**src/port_alarm_regs.vh**
```
// register map, field positions and timing constants of the port alarm monitor
`ifndef PORT_ALARM_REGS_VH
`define PORT_ALARM_REGS_VH
`define ADDR_CONTROL 4'h0
`define ADDR_PORT_STATUS 4'h1
`define ADDR_PANEL 4'h2
`define ADDR_LATCHED 4'h3
`define ADDR_RECORD 4'h4
`define ADDR_SYS_ALARM 4'h5
`define ADDR_RADIO_ALARM 4'h6
`define ADDR_COMMAND 4'h7
`define CTRL_RESET 32'h0000_0000
`define CTRL_FRAMED 0
`define CTRL_T1 1
`define CTRL_PCM30 2
`define CTRL_LOOPBACK 3
`define CMD_CLEAR_SWITCHED 0
`define CMD_CLEAR_ALL 1
`define CMD_CLEAR_IMAGE 2
`define ST_LOS 0
`define ST_LOF 1
`define ST_AIS 2
`define ST_RAI 3
`define ST_SIG_LOS 4
`define ST_RMA 5
`define ST_SIG_AIS 6
`define ST_TX_AIS 7
`define ST_TX_SIG_AIS 8
`define COLOUR_OFF 2'h0
`define COLOUR_GREEN 2'h1
`define COLOUR_ORANGE 2'h2
`define COLOUR_RED 2'h3
`define FLASH_TIME_MS 250
`define CLK_KHZ 10000
`define FLASH_CYCLES (`FLASH_TIME_MS * `CLK_KHZ)
`define CARD_TYPE_CODE 4'h1
`define BOOT_SETTLE 2'h2
`define BOOT_DONE 2'h3
`endif

```
**src/port_alarm_monitor.v**
```verilog
// alarm detection and indication for one e1/t1 tributary port
`timescale 1ns/1ps
`include "port_alarm_regs.vh"
module port_alarm_monitor #(
  parameter FLASH_CYCLES = `FLASH_CYCLES,
  parameter [3:0] SLOT_ID = 4'h0,
  parameter [1:0] PORT_ID = 2'h0
) (
  input wire clk,
  input wire reset_n,
  input wire [3:0] addr,
  input wire [31:0] wdata,
  input wire wr,
  input wire rd,
  output reg [31:0] rdata,
  input wire line_signal_valid,
  input wire frame_align_found,
  input wire ais_pattern_rx,
  input wire remote_alarm_bit,
  input wire signalling_valid,
  input wire multiframe_bit6,
  input wire signalling_all_ones,
  input wire upstream_traffic_ok,
  input wire signalling_stream_ok,
  input wire switchover_event,
  input wire boot_backup_table,
  input wire boot_default_table,
  output reg tx_ais,
  output reg tx_signalling_ais,
  output reg yellow_led,
  output reg green_led,
  output reg [1:0] ok_led,
  output reg [1:0] rx_led,
  output reg [1:0] tx_led
);
  // ==========================================================
  // input synchronisers
  // ==========================================================
  wire [11:0] pins;
  sync2 #(.WIDTH(12)) u_sync (
    .clk(clk),
    .reset_n(reset_n),
    .async_in({line_signal_valid, frame_align_found, ais_pattern_rx,
      remote_alarm_bit, signalling_valid, multiframe_bit6,
      signalling_all_ones, upstream_traffic_ok, signalling_stream_ok,
      switchover_event, boot_backup_table, boot_default_table}),
    .sync_out(pins)
  );
  wire s_line = pins[11];
  wire s_frame = pins[10];
  wire s_ais = pins[9];
  wire s_rai = pins[8];
  wire s_sig = pins[7];
  wire s_mf6 = pins[6];
  wire s_ones = pins[5];
  wire s_up = pins[4];
  wire s_sig_ok = pins[3];
  wire s_switch = pins[2];
  wire s_backup = pins[1];
  wire s_default = pins[0];
  // ==========================================================
  // registers
  // ==========================================================
  reg [31:0] control;
  reg [7:0] sys_alarm;
  reg [15:0] radio_alarm;
  reg switched_alarm;
  reg backup_alarm;
  reg default_alarm;
  reg [1:0] boot_wait;
  reg [8:0] status;
  wire boot_sample = (boot_wait == `BOOT_SETTLE);
  wire framed = control[`CTRL_FRAMED];
  // signalling slot exists only in e1 multiframe mode
  wire pcm30 = control[`CTRL_PCM30] & ~control[`CTRL_T1];
  wire loopback = control[`CTRL_LOOPBACK];
  wire cmd = wr && (addr == `ADDR_COMMAND);
  wire clr_switch = cmd && (wdata[`CMD_CLEAR_SWITCHED] ||
    wdata[`CMD_CLEAR_ALL]);
  wire clr_image = cmd && (wdata[`CMD_CLEAR_IMAGE] ||
    wdata[`CMD_CLEAR_ALL]);
  wire clr_all = cmd && wdata[`CMD_CLEAR_ALL];
  wire wr_control = wr && (addr == `ADDR_CONTROL);
  wire wr_sys = wr && (addr == `ADDR_SYS_ALARM);
  wire wr_radio = wr && (addr == `ADDR_RADIO_ALARM);
  // ==========================================================
  // alarm detection
  // ==========================================================
  reg [8:0] next_status;
  always @*
  begin
    next_status = 9'h000;
    next_status[`ST_LOS] = ~s_line;
    next_status[`ST_LOF] = framed & s_line & ~s_frame;
    next_status[`ST_AIS] = s_line & ~(framed & ~s_frame) & s_ais;
    next_status[`ST_RAI] = framed & s_line & s_rai;
    next_status[`ST_SIG_LOS] = pcm30 & s_line & ~s_sig;
    next_status[`ST_RMA] = pcm30 & s_line & s_mf6;
    next_status[`ST_SIG_AIS] = pcm30 & s_line & s_ones;
    next_status[`ST_TX_AIS] = ~s_up;
    next_status[`ST_TX_SIG_AIS] = pcm30 & ~s_sig_ok;
  end
  // ==========================================================
  // boot flag settle counter
  // ==========================================================
  // boot flags must clear the synchroniser before they are taken
  always @(posedge clk)
  begin
    if (!reset_n)
      boot_wait <= 2'h0;
    else if (boot_wait != `BOOT_DONE)
      boot_wait <= boot_wait + 2'h1;
  end
  // ==========================================================
  // switchover latch, set wins over clear
  // ==========================================================
  always @(posedge clk)
  begin
    if (!reset_n)
      switched_alarm <= 1'b0;
    else if (s_switch)
      switched_alarm <= 1'b1;
    else if (clr_switch)
      switched_alarm <= 1'b0;
  end
  // ==========================================================
  // image table latches, set wins over clear
  // ==========================================================
  always @(posedge clk)
  begin
    if (!reset_n)
    begin
      backup_alarm <= 1'b0;
      default_alarm <= 1'b0;
    end
    else
    begin
      if (boot_sample && s_default)
        default_alarm <= 1'b1;
      else if (clr_image)
        default_alarm <= 1'b0;
      // a rebuilt table outranks a backup one
      if (boot_sample && s_backup && !s_default)
        backup_alarm <= 1'b1;
      else if (clr_image)
        backup_alarm <= 1'b0;
    end
  end
  // ==========================================================
  // alarm status, cleared for one cycle by clear all
  // ==========================================================
  always @(posedge clk)
  begin
    if (!reset_n)
      status <= 9'h000;
    else if (clr_all)
      status <= 9'h000;
    else
      status <= next_status;
  end
  // ==========================================================
  // register writes
  // ==========================================================
  always @(posedge clk)
  begin
    if (!reset_n)
    begin
      control <= `CTRL_RESET;
      sys_alarm <= 8'h00;
      radio_alarm <= 16'h0000;
    end
    else
    begin
      if (wr_control)
        control <= {28'h000_0000, wdata[3:0]};
      if (wr_sys)
        sys_alarm <= wdata[7:0];
      if (wr_radio)
        radio_alarm <= wdata[15:0];
    end
  end
  // ==========================================================
  // panel colours
  // ==========================================================
  wire port_minor = |status[6:0];
  wire ok_minor = sys_alarm[0] | switched_alarm | backup_alarm |
    default_alarm | port_minor;
  wire [1:0] ok_colour;
  wire [1:0] rx_colour;
  wire [1:0] tx_colour;
  colour_pick u_ok (
    .major(sys_alarm[1]),
    .minor(ok_minor),
    .idle_colour(`COLOUR_GREEN),
    .colour(ok_colour)
  );
  colour_pick u_rx (
    .major(radio_alarm[2] | radio_alarm[3]),
    .minor(radio_alarm[0] | radio_alarm[1]),
    .idle_colour(`COLOUR_GREEN),
    .colour(rx_colour)
  );
  colour_pick u_tx (
    .major(radio_alarm[12] | radio_alarm[13]),
    .minor(|radio_alarm[11:8]),
    .idle_colour(`COLOUR_GREEN),
    .colour(tx_colour)
  );
  // ==========================================================
  // flash divider, one cycle tick per half period
  // ==========================================================
  reg [31:0] flash_count;
  reg flash_tick;
  reg flash_phase;
  always @(posedge clk)
  begin
    if (!reset_n)
    begin
      flash_count <= 32'h0000_0000;
      flash_tick <= 1'b0;
    end
    else if (flash_count >= FLASH_CYCLES - 1)
    begin
      flash_count <= 32'h0000_0000;
      flash_tick <= 1'b1;
    end
    else
    begin
      flash_count <= flash_count + 32'h0000_0001;
      flash_tick <= 1'b0;
    end
  end
  // ==========================================================
  // flash phase, toggled on each tick
  // ==========================================================
  always @(posedge clk)
  begin
    if (!reset_n)
      flash_phase <= 1'b0;
    else if (flash_tick)
      flash_phase <= ~flash_phase;
  end
  // ==========================================================
  // outputs
  // ==========================================================
  always @(posedge clk)
  begin
    if (!reset_n)
    begin
      tx_ais <= 1'b0;
      tx_signalling_ais <= 1'b0;
      yellow_led <= 1'b0;
      green_led <= 1'b0;
      ok_led <= `COLOUR_OFF;
      rx_led <= `COLOUR_OFF;
      tx_led <= `COLOUR_OFF;
    end
    else
    begin
      // taken ahead of the status clear so ais never blinks off
      tx_ais <= next_status[`ST_TX_AIS];
      tx_signalling_ais <= next_status[`ST_TX_SIG_AIS];
      yellow_led <= status[`ST_LOS] | status[`ST_AIS] |
        status[`ST_LOF];
      green_led <= loopback ? flash_phase : 1'b1;
      ok_led <= ok_colour;
      rx_led <= rx_colour;
      tx_led <= tx_colour;
    end
  end
  // ==========================================================
  // alarm record and read port
  // ==========================================================
  reg [3:0] alarm_type;
  always @*
  begin
    alarm_type = 4'h0;
    if (status[`ST_LOS])
      alarm_type = 4'h1;
    else if (status[`ST_LOF])
      alarm_type = 4'h2;
    else if (status[`ST_AIS])
      alarm_type = 4'h3;
    else if (status[`ST_RAI])
      alarm_type = 4'h4;
    else if (status[`ST_SIG_LOS])
      alarm_type = 4'h5;
    else if (status[`ST_RMA])
      alarm_type = 4'h6;
    else if (status[`ST_SIG_AIS])
      alarm_type = 4'h7;
  end
  // card, type, slot, port, severity (0 minor)
  reg [31:0] record;
  always @(posedge clk)
  begin
    if (!reset_n)
      record <= 32'h0000_0000;
    else
      record <= {17'h0_0000, `CARD_TYPE_CODE, alarm_type, SLOT_ID,
        PORT_ID, 1'b0};
  end
  always @(posedge clk)
  begin
    if (!reset_n)
      rdata <= 32'h0000_0000;
    else if (rd)
    begin
      case (addr)
        `ADDR_CONTROL: rdata <= control;
        `ADDR_PORT_STATUS: rdata <= {23'h00_0000, status};
        `ADDR_PANEL: rdata <= {26'h000_0000, tx_led, rx_led, ok_led};
        `ADDR_LATCHED: rdata <= {29'h0000_0000, default_alarm,
          backup_alarm, switched_alarm};
        `ADDR_RECORD: rdata <= record;
        `ADDR_SYS_ALARM: rdata <= {24'h00_0000, sys_alarm};
        `ADDR_RADIO_ALARM: rdata <= {16'h0000, radio_alarm};
        default: rdata <= 32'h0000_0000;
      endcase
    end
    else
      rdata <= 32'h0000_0000;
  end
endmodule // port_alarm_monitor

```
**src/sync2.v**
```verilog
// two flip-flop synchroniser for an asynchronous level
`timescale 1ns/1ps
module sync2 #(
  parameter WIDTH = 1
) (
  input wire clk,
  input wire reset_n,
  input wire [WIDTH-1:0] async_in,
  output reg [WIDTH-1:0] sync_out
);
  reg [WIDTH-1:0] stage;
  always @(posedge clk)
  begin
    if (!reset_n)
    begin
      stage <= {WIDTH{1'b0}};
      sync_out <= {WIDTH{1'b0}};
    end
    else
    begin
      stage <= async_in;
      sync_out <= stage;
    end
  end
endmodule // sync2

```
**src/colour_pick.v**
```verilog
// severity to indicator colour, major ahead of minor
`timescale 1ns/1ps
`include "port_alarm_regs.vh"
module colour_pick (
  input wire major,
  input wire minor,
  input wire [1:0] idle_colour,
  output reg [1:0] colour
);
  always @*
  begin
    if (major)
      colour = `COLOUR_RED;
    else if (minor)
      colour = `COLOUR_ORANGE;
    else
      colour = idle_colour;
  end
endmodule // colour_pick

```
**config.mk**
```make
export PLATFORM = sky130hd
export DESIGN_NAME = port_alarm_monitor
export DESIGN_NICKNAME = d
export VERILOG_FILES = /design/src/port_alarm_monitor.v /design/src/sync2.v /design/src/colour_pick.v
export VERILOG_INCLUDE_DIRS = /design/src
export SDC_FILE = /design/constraint.sdc
export NUM_CORES = 1
export LEC_CHECK = 0
export BUFFER_PORTS_ARGS = -buffer_cell sky130_fd_sc_hd__buf_2
export CAP_MARGIN = 30
export CORE_ASPECT_RATIO = 1.4
export CORE_MARGIN = 3
export CORE_UTILIZATION = 41
export DETAILED_ROUTE_END_ITERATION = 10
export PLACE_DENSITY = 0.63
export SYNTH_ARGS = -nofsm -noshare
export SYNTH_HDL_FRONTEND = slang
export SYNTH_SLANG_ARGS = --single-unit
```
**constraint.sdc**
```tcl
create_clock -name clk -period 5.21 [get_ports clk]
set_input_delay 0.2605 -clock clk [delete_from_list [all_inputs] [get_ports clk]]
set_output_delay 0.2605 -clock clk [all_outputs]
set_load 0.02 [all_outputs]
```
# --- Yosys cells after proc, flatten, opt, wreduce, memory -nomap -nowiden ---
# Index checks and enable logic that the tools add are counted.
op_classes:
  n_reduce_logical: 25
  mux: 22
  n_lt_le_gt_ge: 1
  n_eq_ne: 9
  n_bitwise: 30
  add_sub_neg: 2
  mul: 0
  div: 0
  n_shift: 0
ops:
  columns: ["operator", "n"]
  rows:
  - ["32-bit case mux with 7 select lines", 1]
  - ["32-bit by 1-bit adder with 32-bit output, second input constant", 1]
  - ["32-bit by 22-bit greater-or-equal comparator with 1-bit output, second input constant", 1]
  - ["3-bit 2-to-1 mux", 7]
  - ["4-bit by 3-bit equality test with 1-bit output, second input constant", 4]
  - ["7-bit OR reduction", 2]
  - ["1-bit bitwise AND", 12]
  - ["12-bit 2-to-1 mux", 1]
  - ["2-bit 2-to-1 mux", 6]
  - ["1-bit logical AND", 10]
  - ["1-bit NOT", 9]
  - ["1-bit bitwise OR", 9]
  - ["4-bit by 2-bit equality test with 1-bit output, second input constant", 2]
  - ["4-bit OR reduction", 2]
  - ["1-bit 2-to-1 mux", 7]
  - ["2-bit nonzero test", 3]
  - ["2-bit OR reduction", 3]
  - ["4-bit by 1-bit equality test with 1-bit output, second input constant", 1]
  - ["4-bit zero test", 1]
  - ["2-bit by 1-bit adder with 2-bit output, second input constant", 1]
  - ["2-bit equality test, second input constant", 1]
  - ["1-bit logical OR", 2]
  - ["2-bit != test, second input constant", 1]
  - ["2-bit AND reduction", 1]
  - ["1-bit zero test", 1]
word_totals:
  mem_bits_rw: 0
  memories: 0
  rom_bits: 0
  regBits: 174
  latch_bits: 0
  out_inout_bits: 42

# --- Depth between registers and ports, before layout ---
# Gate-level depths: netlist of the first run.
logic_depth:
  depth_word: 8
  ltp_mapped: 7

# --- Hierarchy ---
# From an unflattened synthesis of the first run, not the netlist that was laid out.
hier_totals:
  cells_unflattened: 519
  area_unflattened_um2: 5089.9
modules_own_cells:
  columns: ["module", "cells_each", "seq_area_each_um2", "area_each_um2", "n_inst"]
  rows:
  - ["port_alarm_monitor", 460, 2122.0, 4361.7, 1]
  - ["sync2", 50, 480.5, 675.6, 1]
  - ["colour_pick", 3, 0.0, 17.5, 3]

# --- Worst setup path after synthesis of the first run ---
# Ideal clock, no wire load.
synth_timing:
  kind: "flip-flop to flip-flop"
  start: "register flash_count[0]"
  end: "register flash_count[19]"
  setup_ns: 0.086
  arrival_ns: 1.633
  setup_slack_ns: 3.491
  n_path_buf: 1
  path_stages_with_launch: 7
  cell_sequence: "dfxtp_1 ha_1 and4_1 o311ai_0 a211oi_2 buf_2 a211oi_1"
synth_between:
  elab_chain_cells: 2
synth_rtl:
  columns: ["item", "line", "source"]
  rows:
  - ["start: declaration", "port_alarm_monitor.v:212", "reg [31:0] flash_count;"]
  - ["start signal: assignment", "port_alarm_monitor.v:229", "flash_count <= flash_count + 32'h0000_0001;"]
  - ["32-bit by 22-bit greater-or-equal comparator with 1-bit output", "port_alarm_monitor.v:222", "else if (flash_count >= FLASH_CYCLES - 1)"]
  - ["2-bit OR reduction (no line)", null, null]
# Several ways; a longest one is shown, not always the timed one.
# A chain may end at the register's enable or synchronous reset.

# --- Worst setup path after layout of the first run ---
layout_timing:
  start: "register flash_count[0]"
  end: "register flash_count[4]"
# Same word-level chain as after synthesis.

==> results by group, run 1 <==
Routing
  – Routed Antenna Nets: 0
  – Total number of vias: 3749
  – Avg WL per Cell: 14.35 µm
  – Drc violations: 0
  – TritonRoute pass-1 iters: 4
  – Detail-routed via count per cell: 5.094
  – DRT Wirelength: 10.56 mm
  – DR iter-0 viols: 171

Power and ir drop
  – Combinational Power Share: 0.046
  – Int Pwr: 0.001822 W
  – Pwr dens: 397.4 nW/µm²
  – Clk pwr share: 0.510
  – Leak Pwr: 2.298 nW
  – Maximum VDD drop: 216.5 µV
  – Net switching fraction of the power: 0.2186
  – Sequential share of power: 0.444
  – Net switching power: 0.0005097 W
  – Pwr Total: 0.002332 W

CTS
  – CTS Buf Count: 17
  – CTS Buffer Depth: 2
  – Clock transition at path regs: 0.06 ns
  – CTS H-tree lvls: 4
  – Post-CTS Repair Setup Buffers: 0
  – CTS tree: yes
  – CTS Root Cell: clkbuf_16
  – Skew-Pair Late Insertion Delay: 0.41 ns
  – # hold bufs at CTS: 0
  – CTS sink cnt: 130
  – Post-CTS sizing: 0

Flow run
  – Maxcap violations: 0

Setup path
  – Crit. Startpoint: flash_count[0]
  – Worst Path Arrival: 2.63 ns
  – Worst setup path category: reg -> reg
  – Reg2reg start: flash_count[0]
  – Reg2reg end: flash_count[4]
  – Critical path launch point type: register
  – Kind of end point of the critical path: register
  – Max FO, Critical Path: 12
  – Worst EP required: 5.49 ns
  – FF-to-FF setup slack: 2.86 ns
  – CP endpoint: flash_count[4]
  – R2R depth: 6

STA
  – Setup TNS: 0 ns
  – Slew HR: 0.4204
  – RSZ-0062 raised after global routing: false
  – Max Slew Vio Count: 0
  – Fmax: 0.4248 GHz
  – Worst Clk Skew: 0.004793 ns
  – Final period util: 0.4518
  – Final setup fails: 0
  – Slew @ Worst Pin: 0.8678 ns
  – Minimum clock period: 2.354 ns
  – Fin. Hold Viols: 0

Yosys
  – Top cell type's share of synthesized area: 0.5314
  – Post-synth EDFFs: 0
  – Area contributors post-synth: dfxtp_1, and2_1, nor2_1
  – #FFs+latches synth: 130
  – Async SR Flop Fraction: 0
  – Main synth FF type: dfxtp_1
  – Post-synth top cells: dfxtp_1, nor2_1, nand2_1, and2_1, nor3_1
  – Cells after synthesis: 513
  – Synth cell types: 53
  – Synthesized area: 4897 µm²
  – Syn. warnings: 0
  – Synth area leader: dfxtp_1
  – Post-synthesis sequential area ratio: 0.5314
  – Count leader, synth: dfxtp_1
  – Mean Syn Cell Area: 9.546 µm²

Global route
  – Vias in the first global route: 3657
  – Largest net degree at the start of global routing: 41
  – M1 GR Usage: 0.1981
  – GRT Total Usage: 0.1658
  – First-pass GRT wire length: 17.66 mm
  – Grt total ovfl: 0
  – Busiest grt layer: met2
  – GRT met2 Usage: 0.2750
  – Met3 global-route usage: 0.04173
  – Antenna violations before repair: 1

Die
  – Core region area: 11510 µm²
  – Die Span Y: 135.3 µm
  – Io pins: 94
  – Die area: 13310 µm²
  – Die width: 98.37 µm
  – # rows: 46
  – Initial Util: 0.4254

Cells and area
  – Layout area overhead: 19.83%
  – Finished Core Util: 0.5098
  – Post-layout nets: 634
  – Ratio of cells with drive above 1 in the final layout: 0.1794

Worst hold path
  – Worst Hold Class: in -> reg
  – Worst hold path cell count: 2

Placed design
  – Global placement routability congestion: 0.9002
  – PortBufs: 61
  – Post-DP HPWL: 7.492 mm

Status
  – Outcome: completed
registers in the layout, summed over array words and instances, names as in the netlist, 8 cells and up:
register and flops:
status 9, radio_alarm 16, u_sync.sync_out 12, flash_count 32
u_sync.stage 12, sys_alarm 8, rdata 16
worst max-delay path, cell delays in order (launching register included):
cell and delay, ns:
dfxtp_1 0.36, ha_1 0.24, and4_1 0.26, o311ai_0 0.17, a211oi_2 0.79, buf_4 0.32
nor3_1 0.08
power by group through the flow:
stage                     Clock, W  Combinational (W)  Sequential [W]
after floorplan                  0          0.0000752         0.00106
after global placement           0           0.000104         0.00106
after detailed placement         0           0.000106         0.00106
after CTS                  0.00121           0.000107         0.00104
after global routing       0.00126           0.000120         0.00104
final                      0.00119           0.000107         0.00104
layout make-up:
class                           instances  area [µm²]
Clock inverter                         13       161.4
Clock buffer                           18       439.2
Sequential cell                       130        2603
Antenna cell                            1       2.502
Timing Repair Buffer                   63       320.3
Multi-Input combinational cell        355        2117
Tap cell                              144       180.2
Inverter                               12       45.04
Fill cell                            1101        5643
cell families after synthesis:
| kind of cell | count (synthesis) | synth area share |
|---|---|---|
| multiplexers | 16 | 0.03781 |
| other | 1 | 0.0007657 |
| XOR/XNOR | 17 | 0.03040 |
| adder cells (fa/ha/maj) | 3 | 0.007666 |
| AO/OA/AOI/OAI | 73 | 0.1030 |
| AND/OR/NAND/NOR | 220 | 0.2335 |
| buffers and inverters | 53 | 0.05544 |
| flip-flops | 130 | 0.5314 |
layout by cell type, fill, tap and decap left out, types with 10 or more instances in the layout:
cell type / n
nor4_1: 11
nand3_1: 10
a21oi_1: 26
conb_1: 26
and2_1: 34
nand2_1: 48
xnor2_1: 12
inv_1: 12
nor2_1: 49
clkbuf_16: 17
nor3_1: 29
dfxtp_1: 130
mux2i_1: 14
buf_2: 61
per-stage QoR:
step	area (µm²)	instances	hold WS [ns]	worst slack, ns
finish	5868	736	0.05314	2.856
global route	5868	736	0.04610	2.687
CTS	5866	735	0.03678	2.868
detailed placement	5265	704	0.3752	2.843
global placement	5265	704	0.3761	2.876
floorplan	4991	538	0.2882	3.491
worst min-delay path by stage:
stage                                    start         endpoint  slack [ns]
after floorplan                        reset_n       record[11]        0.29
after CTS                 signalling_stream_ok  u_sync.stage[3]        0.04
after global placement      u_sync.sync_out[7]        status[4]        0.38
after detailed placement    u_sync.sync_out[7]        status[4]        0.38
final                     signalling_stream_ok  u_sync.stage[3]        0.05
after global routing          remote_alarm_bit  u_sync.stage[8]        0.05
per-layer routing:
metal  part of all wire  wire (µm)  vias to the layer above
met2               0.50       5302                       97
li1                   -          -                     1874
met1               0.41       4379                     1753
met3              0.051        543                       25
met4              0.032        339                        0
met5                  0          0                        -
No activity file was read; power rests on OpenSTA's default activity.
==> run 2, diff against run 1 <==
Clock period 5.21 ns to 2.28 ns, I/O delays scaled along.
==> run 2 against run 1 <==
Sequential power grew 130%. Core utilization grew 3.3 points. Via count grew 3.3%. Worst setup slack lost 2.7 ns. Non-clock buffer count grew 36. Critical endpoint is now rdata[2]. Highest routed layer unchanged.
==> results by group, run 2 (synthesis results as in run 1) <==
CTS
  – CTS H-tree lvls: 4
  – CTS Buffer Depth: 2
  – CTS Buf Count: 17
  – Post-CTS sizing: 0
  – Clock transition at path regs: 0.06 ns
  – CTS Root Cell: clkbuf_16
  – Skew-Pair Late Insertion Delay: 0.41 ns
  – CTS sink cnt: 130
  – CTS tree: yes

STA
  – Slew HR: 0.5739
  – Max Slew Vio Count: 0
  – Fmax: 0.4616 GHz
  – Final setup fails: 0
  – Worst Clk Skew: 0.006027 ns
  – Slew @ Worst Pin: 0.6378 ns
  – Minimum clock period: 2.166 ns
  – Fin. Hold Viols: 0
  – Worst Slack Setup Final: 0.1138 ns
  – Final period util: 0.9501
  – RSZ-0062 raised after global routing: false
  – Setup TNS: 0 ns

Die
  – Die area: 13310 µm²
  – Initial Util: 0.4254
  – Core region area: 11510 µm²
  – Io pins: 94
  – Die Span Y: 135.3 µm
  – # rows: 46
  – Die width: 98.37 µm

Routing
  – Routed met3 length: 479 µm
  – Met2 Routed Length: 5.714 mm
  – Metal-1 WL: 4.681 mm
  – DRT Wirelength: 11.04 mm
  – DR top layer: met4
  – Routed Antenna Nets: 0
  – DR iter-0 viols: 235
  – Total number of vias: 3874
  – Detail-routed via count per cell: 5.018
  – TritonRoute pass-1 iters: 7
  – Drc violations: 0
  – Avg WL per Cell: 14.30 µm

Setup path
  – Crit. Startpoint: addr[3]
  – R2R depth: 5
  – CP endpoint: rdata[2]
  – Worst Path Arrival: 2.52 ns
  – Max FO, Critical Path: 6
  – CP bufs+invs: 3
  – CP cell instances: dlygate4sd3_1 -> buf_2 -> nand2b_1 -> nor2_1 -> a22oi_1 -> a2111oi_0 -> dlygate4sd3_1
  – CP max stage cell: dlygate4sd3_1
  – Worst EP required: 2.63 ns
  – Crit path largest cell delay: 0.60 ns
  – Delay-heaviest family, CP: buffers and inverters
  – Most used cell, CP: dlygate4sd3_1
  – Crit path depth: 7
  – Critical path launch point type: input pin
  – Kind of end point of the critical path: register
  – Worst setup path category: in -> reg
  – FF-to-FF setup slack: 0.34 ns
  – Reg2reg end: flash_count[20]
  – Reg2reg start: flash_count[0]

Flow run
  – Maxcap violations: 0

Placed design
  – Global placement routability congestion: 0.9059
  – PortBufs: 61
  – Post-DP HPWL: 7.508 mm
  – Pre-CTS setup slack: 0.3654 ns

Global route
  – Antenna violations before repair: 0
  – Vias in the first global route: 3714
  – Grt total ovfl: 0
  – Largest net degree at the start of global routing: 32
  – GRT Total Usage: 0.1666
  – First-pass GRT wire length: 17.76 mm

Status
  – Outcome: completed

Cells and area
  – Max reg flops: 32
  – Filler instances: 1067
  – ANT cells: 0
  – Ratio of cells with drive above 1 in the final layout: 0.1799
  – Storage cell area: 2603 µm²
  – Multi-input gate area: 2117 µm²
  – Most flops, register: flash_count
  – Post-layout nets: 670
  – Most common cell after layout, fill and taps aside: dfxtp_1
  – Layout area overhead: 27.62%
  – Commonest non-fill, non-tap cells in the layout: dfxtp_1, buf_2, nor2_1
  – Top Registers: flash_count x32, radio_alarm x16, rdata x16

Power and ir drop
  – Maximum VDD drop: 395.4 µV
  – Leak Pwr: 2.486 nW
  – Pwr dens: 890.4 nW/µm²

Worst hold path
  – Worst Hold Class: in -> reg
run 2: cell count changes in the layout (fill, tap and decap cells not counted):
cell	previous run	this run
buf_4	2	9
bufinv_16	3	5
clkbuf_1	0	1
clkbuf_8	1	0
clkinv_2	3	4
clkinv_4	2	4
clkinvlp_4	4	1
diode_2	1	0
dlygate4sd3_1	0	29
inv_6	1	0
run 2: how the worst min path moves through the flow:
stage	startpoint	slack [ns]	endpoint	cells past startpoint
floorplan	reset_n	0.14	record[11]	0
global placement	frame_align_found	0.32	u_sync.stage[10]	2
detailed placement	line_signal_valid	0.32	u_sync.stage[11]	2
CTS	wdata[1]	0.009	radio_alarm[1]	3
global route	wdata[1]	0.04	radio_alarm[1]	3
finish	wdata[1]	0.03	radio_alarm[1]	3
run 2: power by group:
group          switching, W  internal (W)
Clock              0.000971       0.00193
Combinational      0.000165      0.000125
Sequential        0.0000310       0.00234
run 2: stage by stage:
step             util  total power (W)  area (µm²)  hold slack, ns  cells
3_3_place_gp   0.4620         0.002660        5318          0.3197    711
5_1_grt        0.5429         0.005746        6250         0.03519    772
6_report       0.5429         0.005565        6250         0.02561    772
2_1_floorplan       -         0.002594        4991          0.1417    538
4_1_cts        0.5429         0.005610        6250        0.009043    772
3_5_place_dp   0.4620         0.002667        5318          0.3226    711
run 2: routing by layer:
metal,up-vias,GRT usage
met5,-,0
met4,0,0.07365
met3,15,0.04997
met2,88,0.2901
met1,1817,0.1874
li1,1954,-
run 2: worst min-delay path: stages:
cell     delay (ns)
buf_2          0.15
nand2_1        0.07
a21oi_1        0.05
run 2: final cells by class:
type                       count  area share
sequential                   130      0.4164
multi-input combinational    355      0.3387
timing repair buffer          99      0.1061
clock buffer                  18     0.06867
clock inverter                14     0.03403
tap                          144     0.02883
inverter                      12    0.007207
run 2: what timing repair did:
| item | CTS | global route |
|---|---|---|
| endpoints found under the hold margin | 35 | 0 |
| setup buffers | 0 | 0 |
| hold buffers | 29 | 0 |
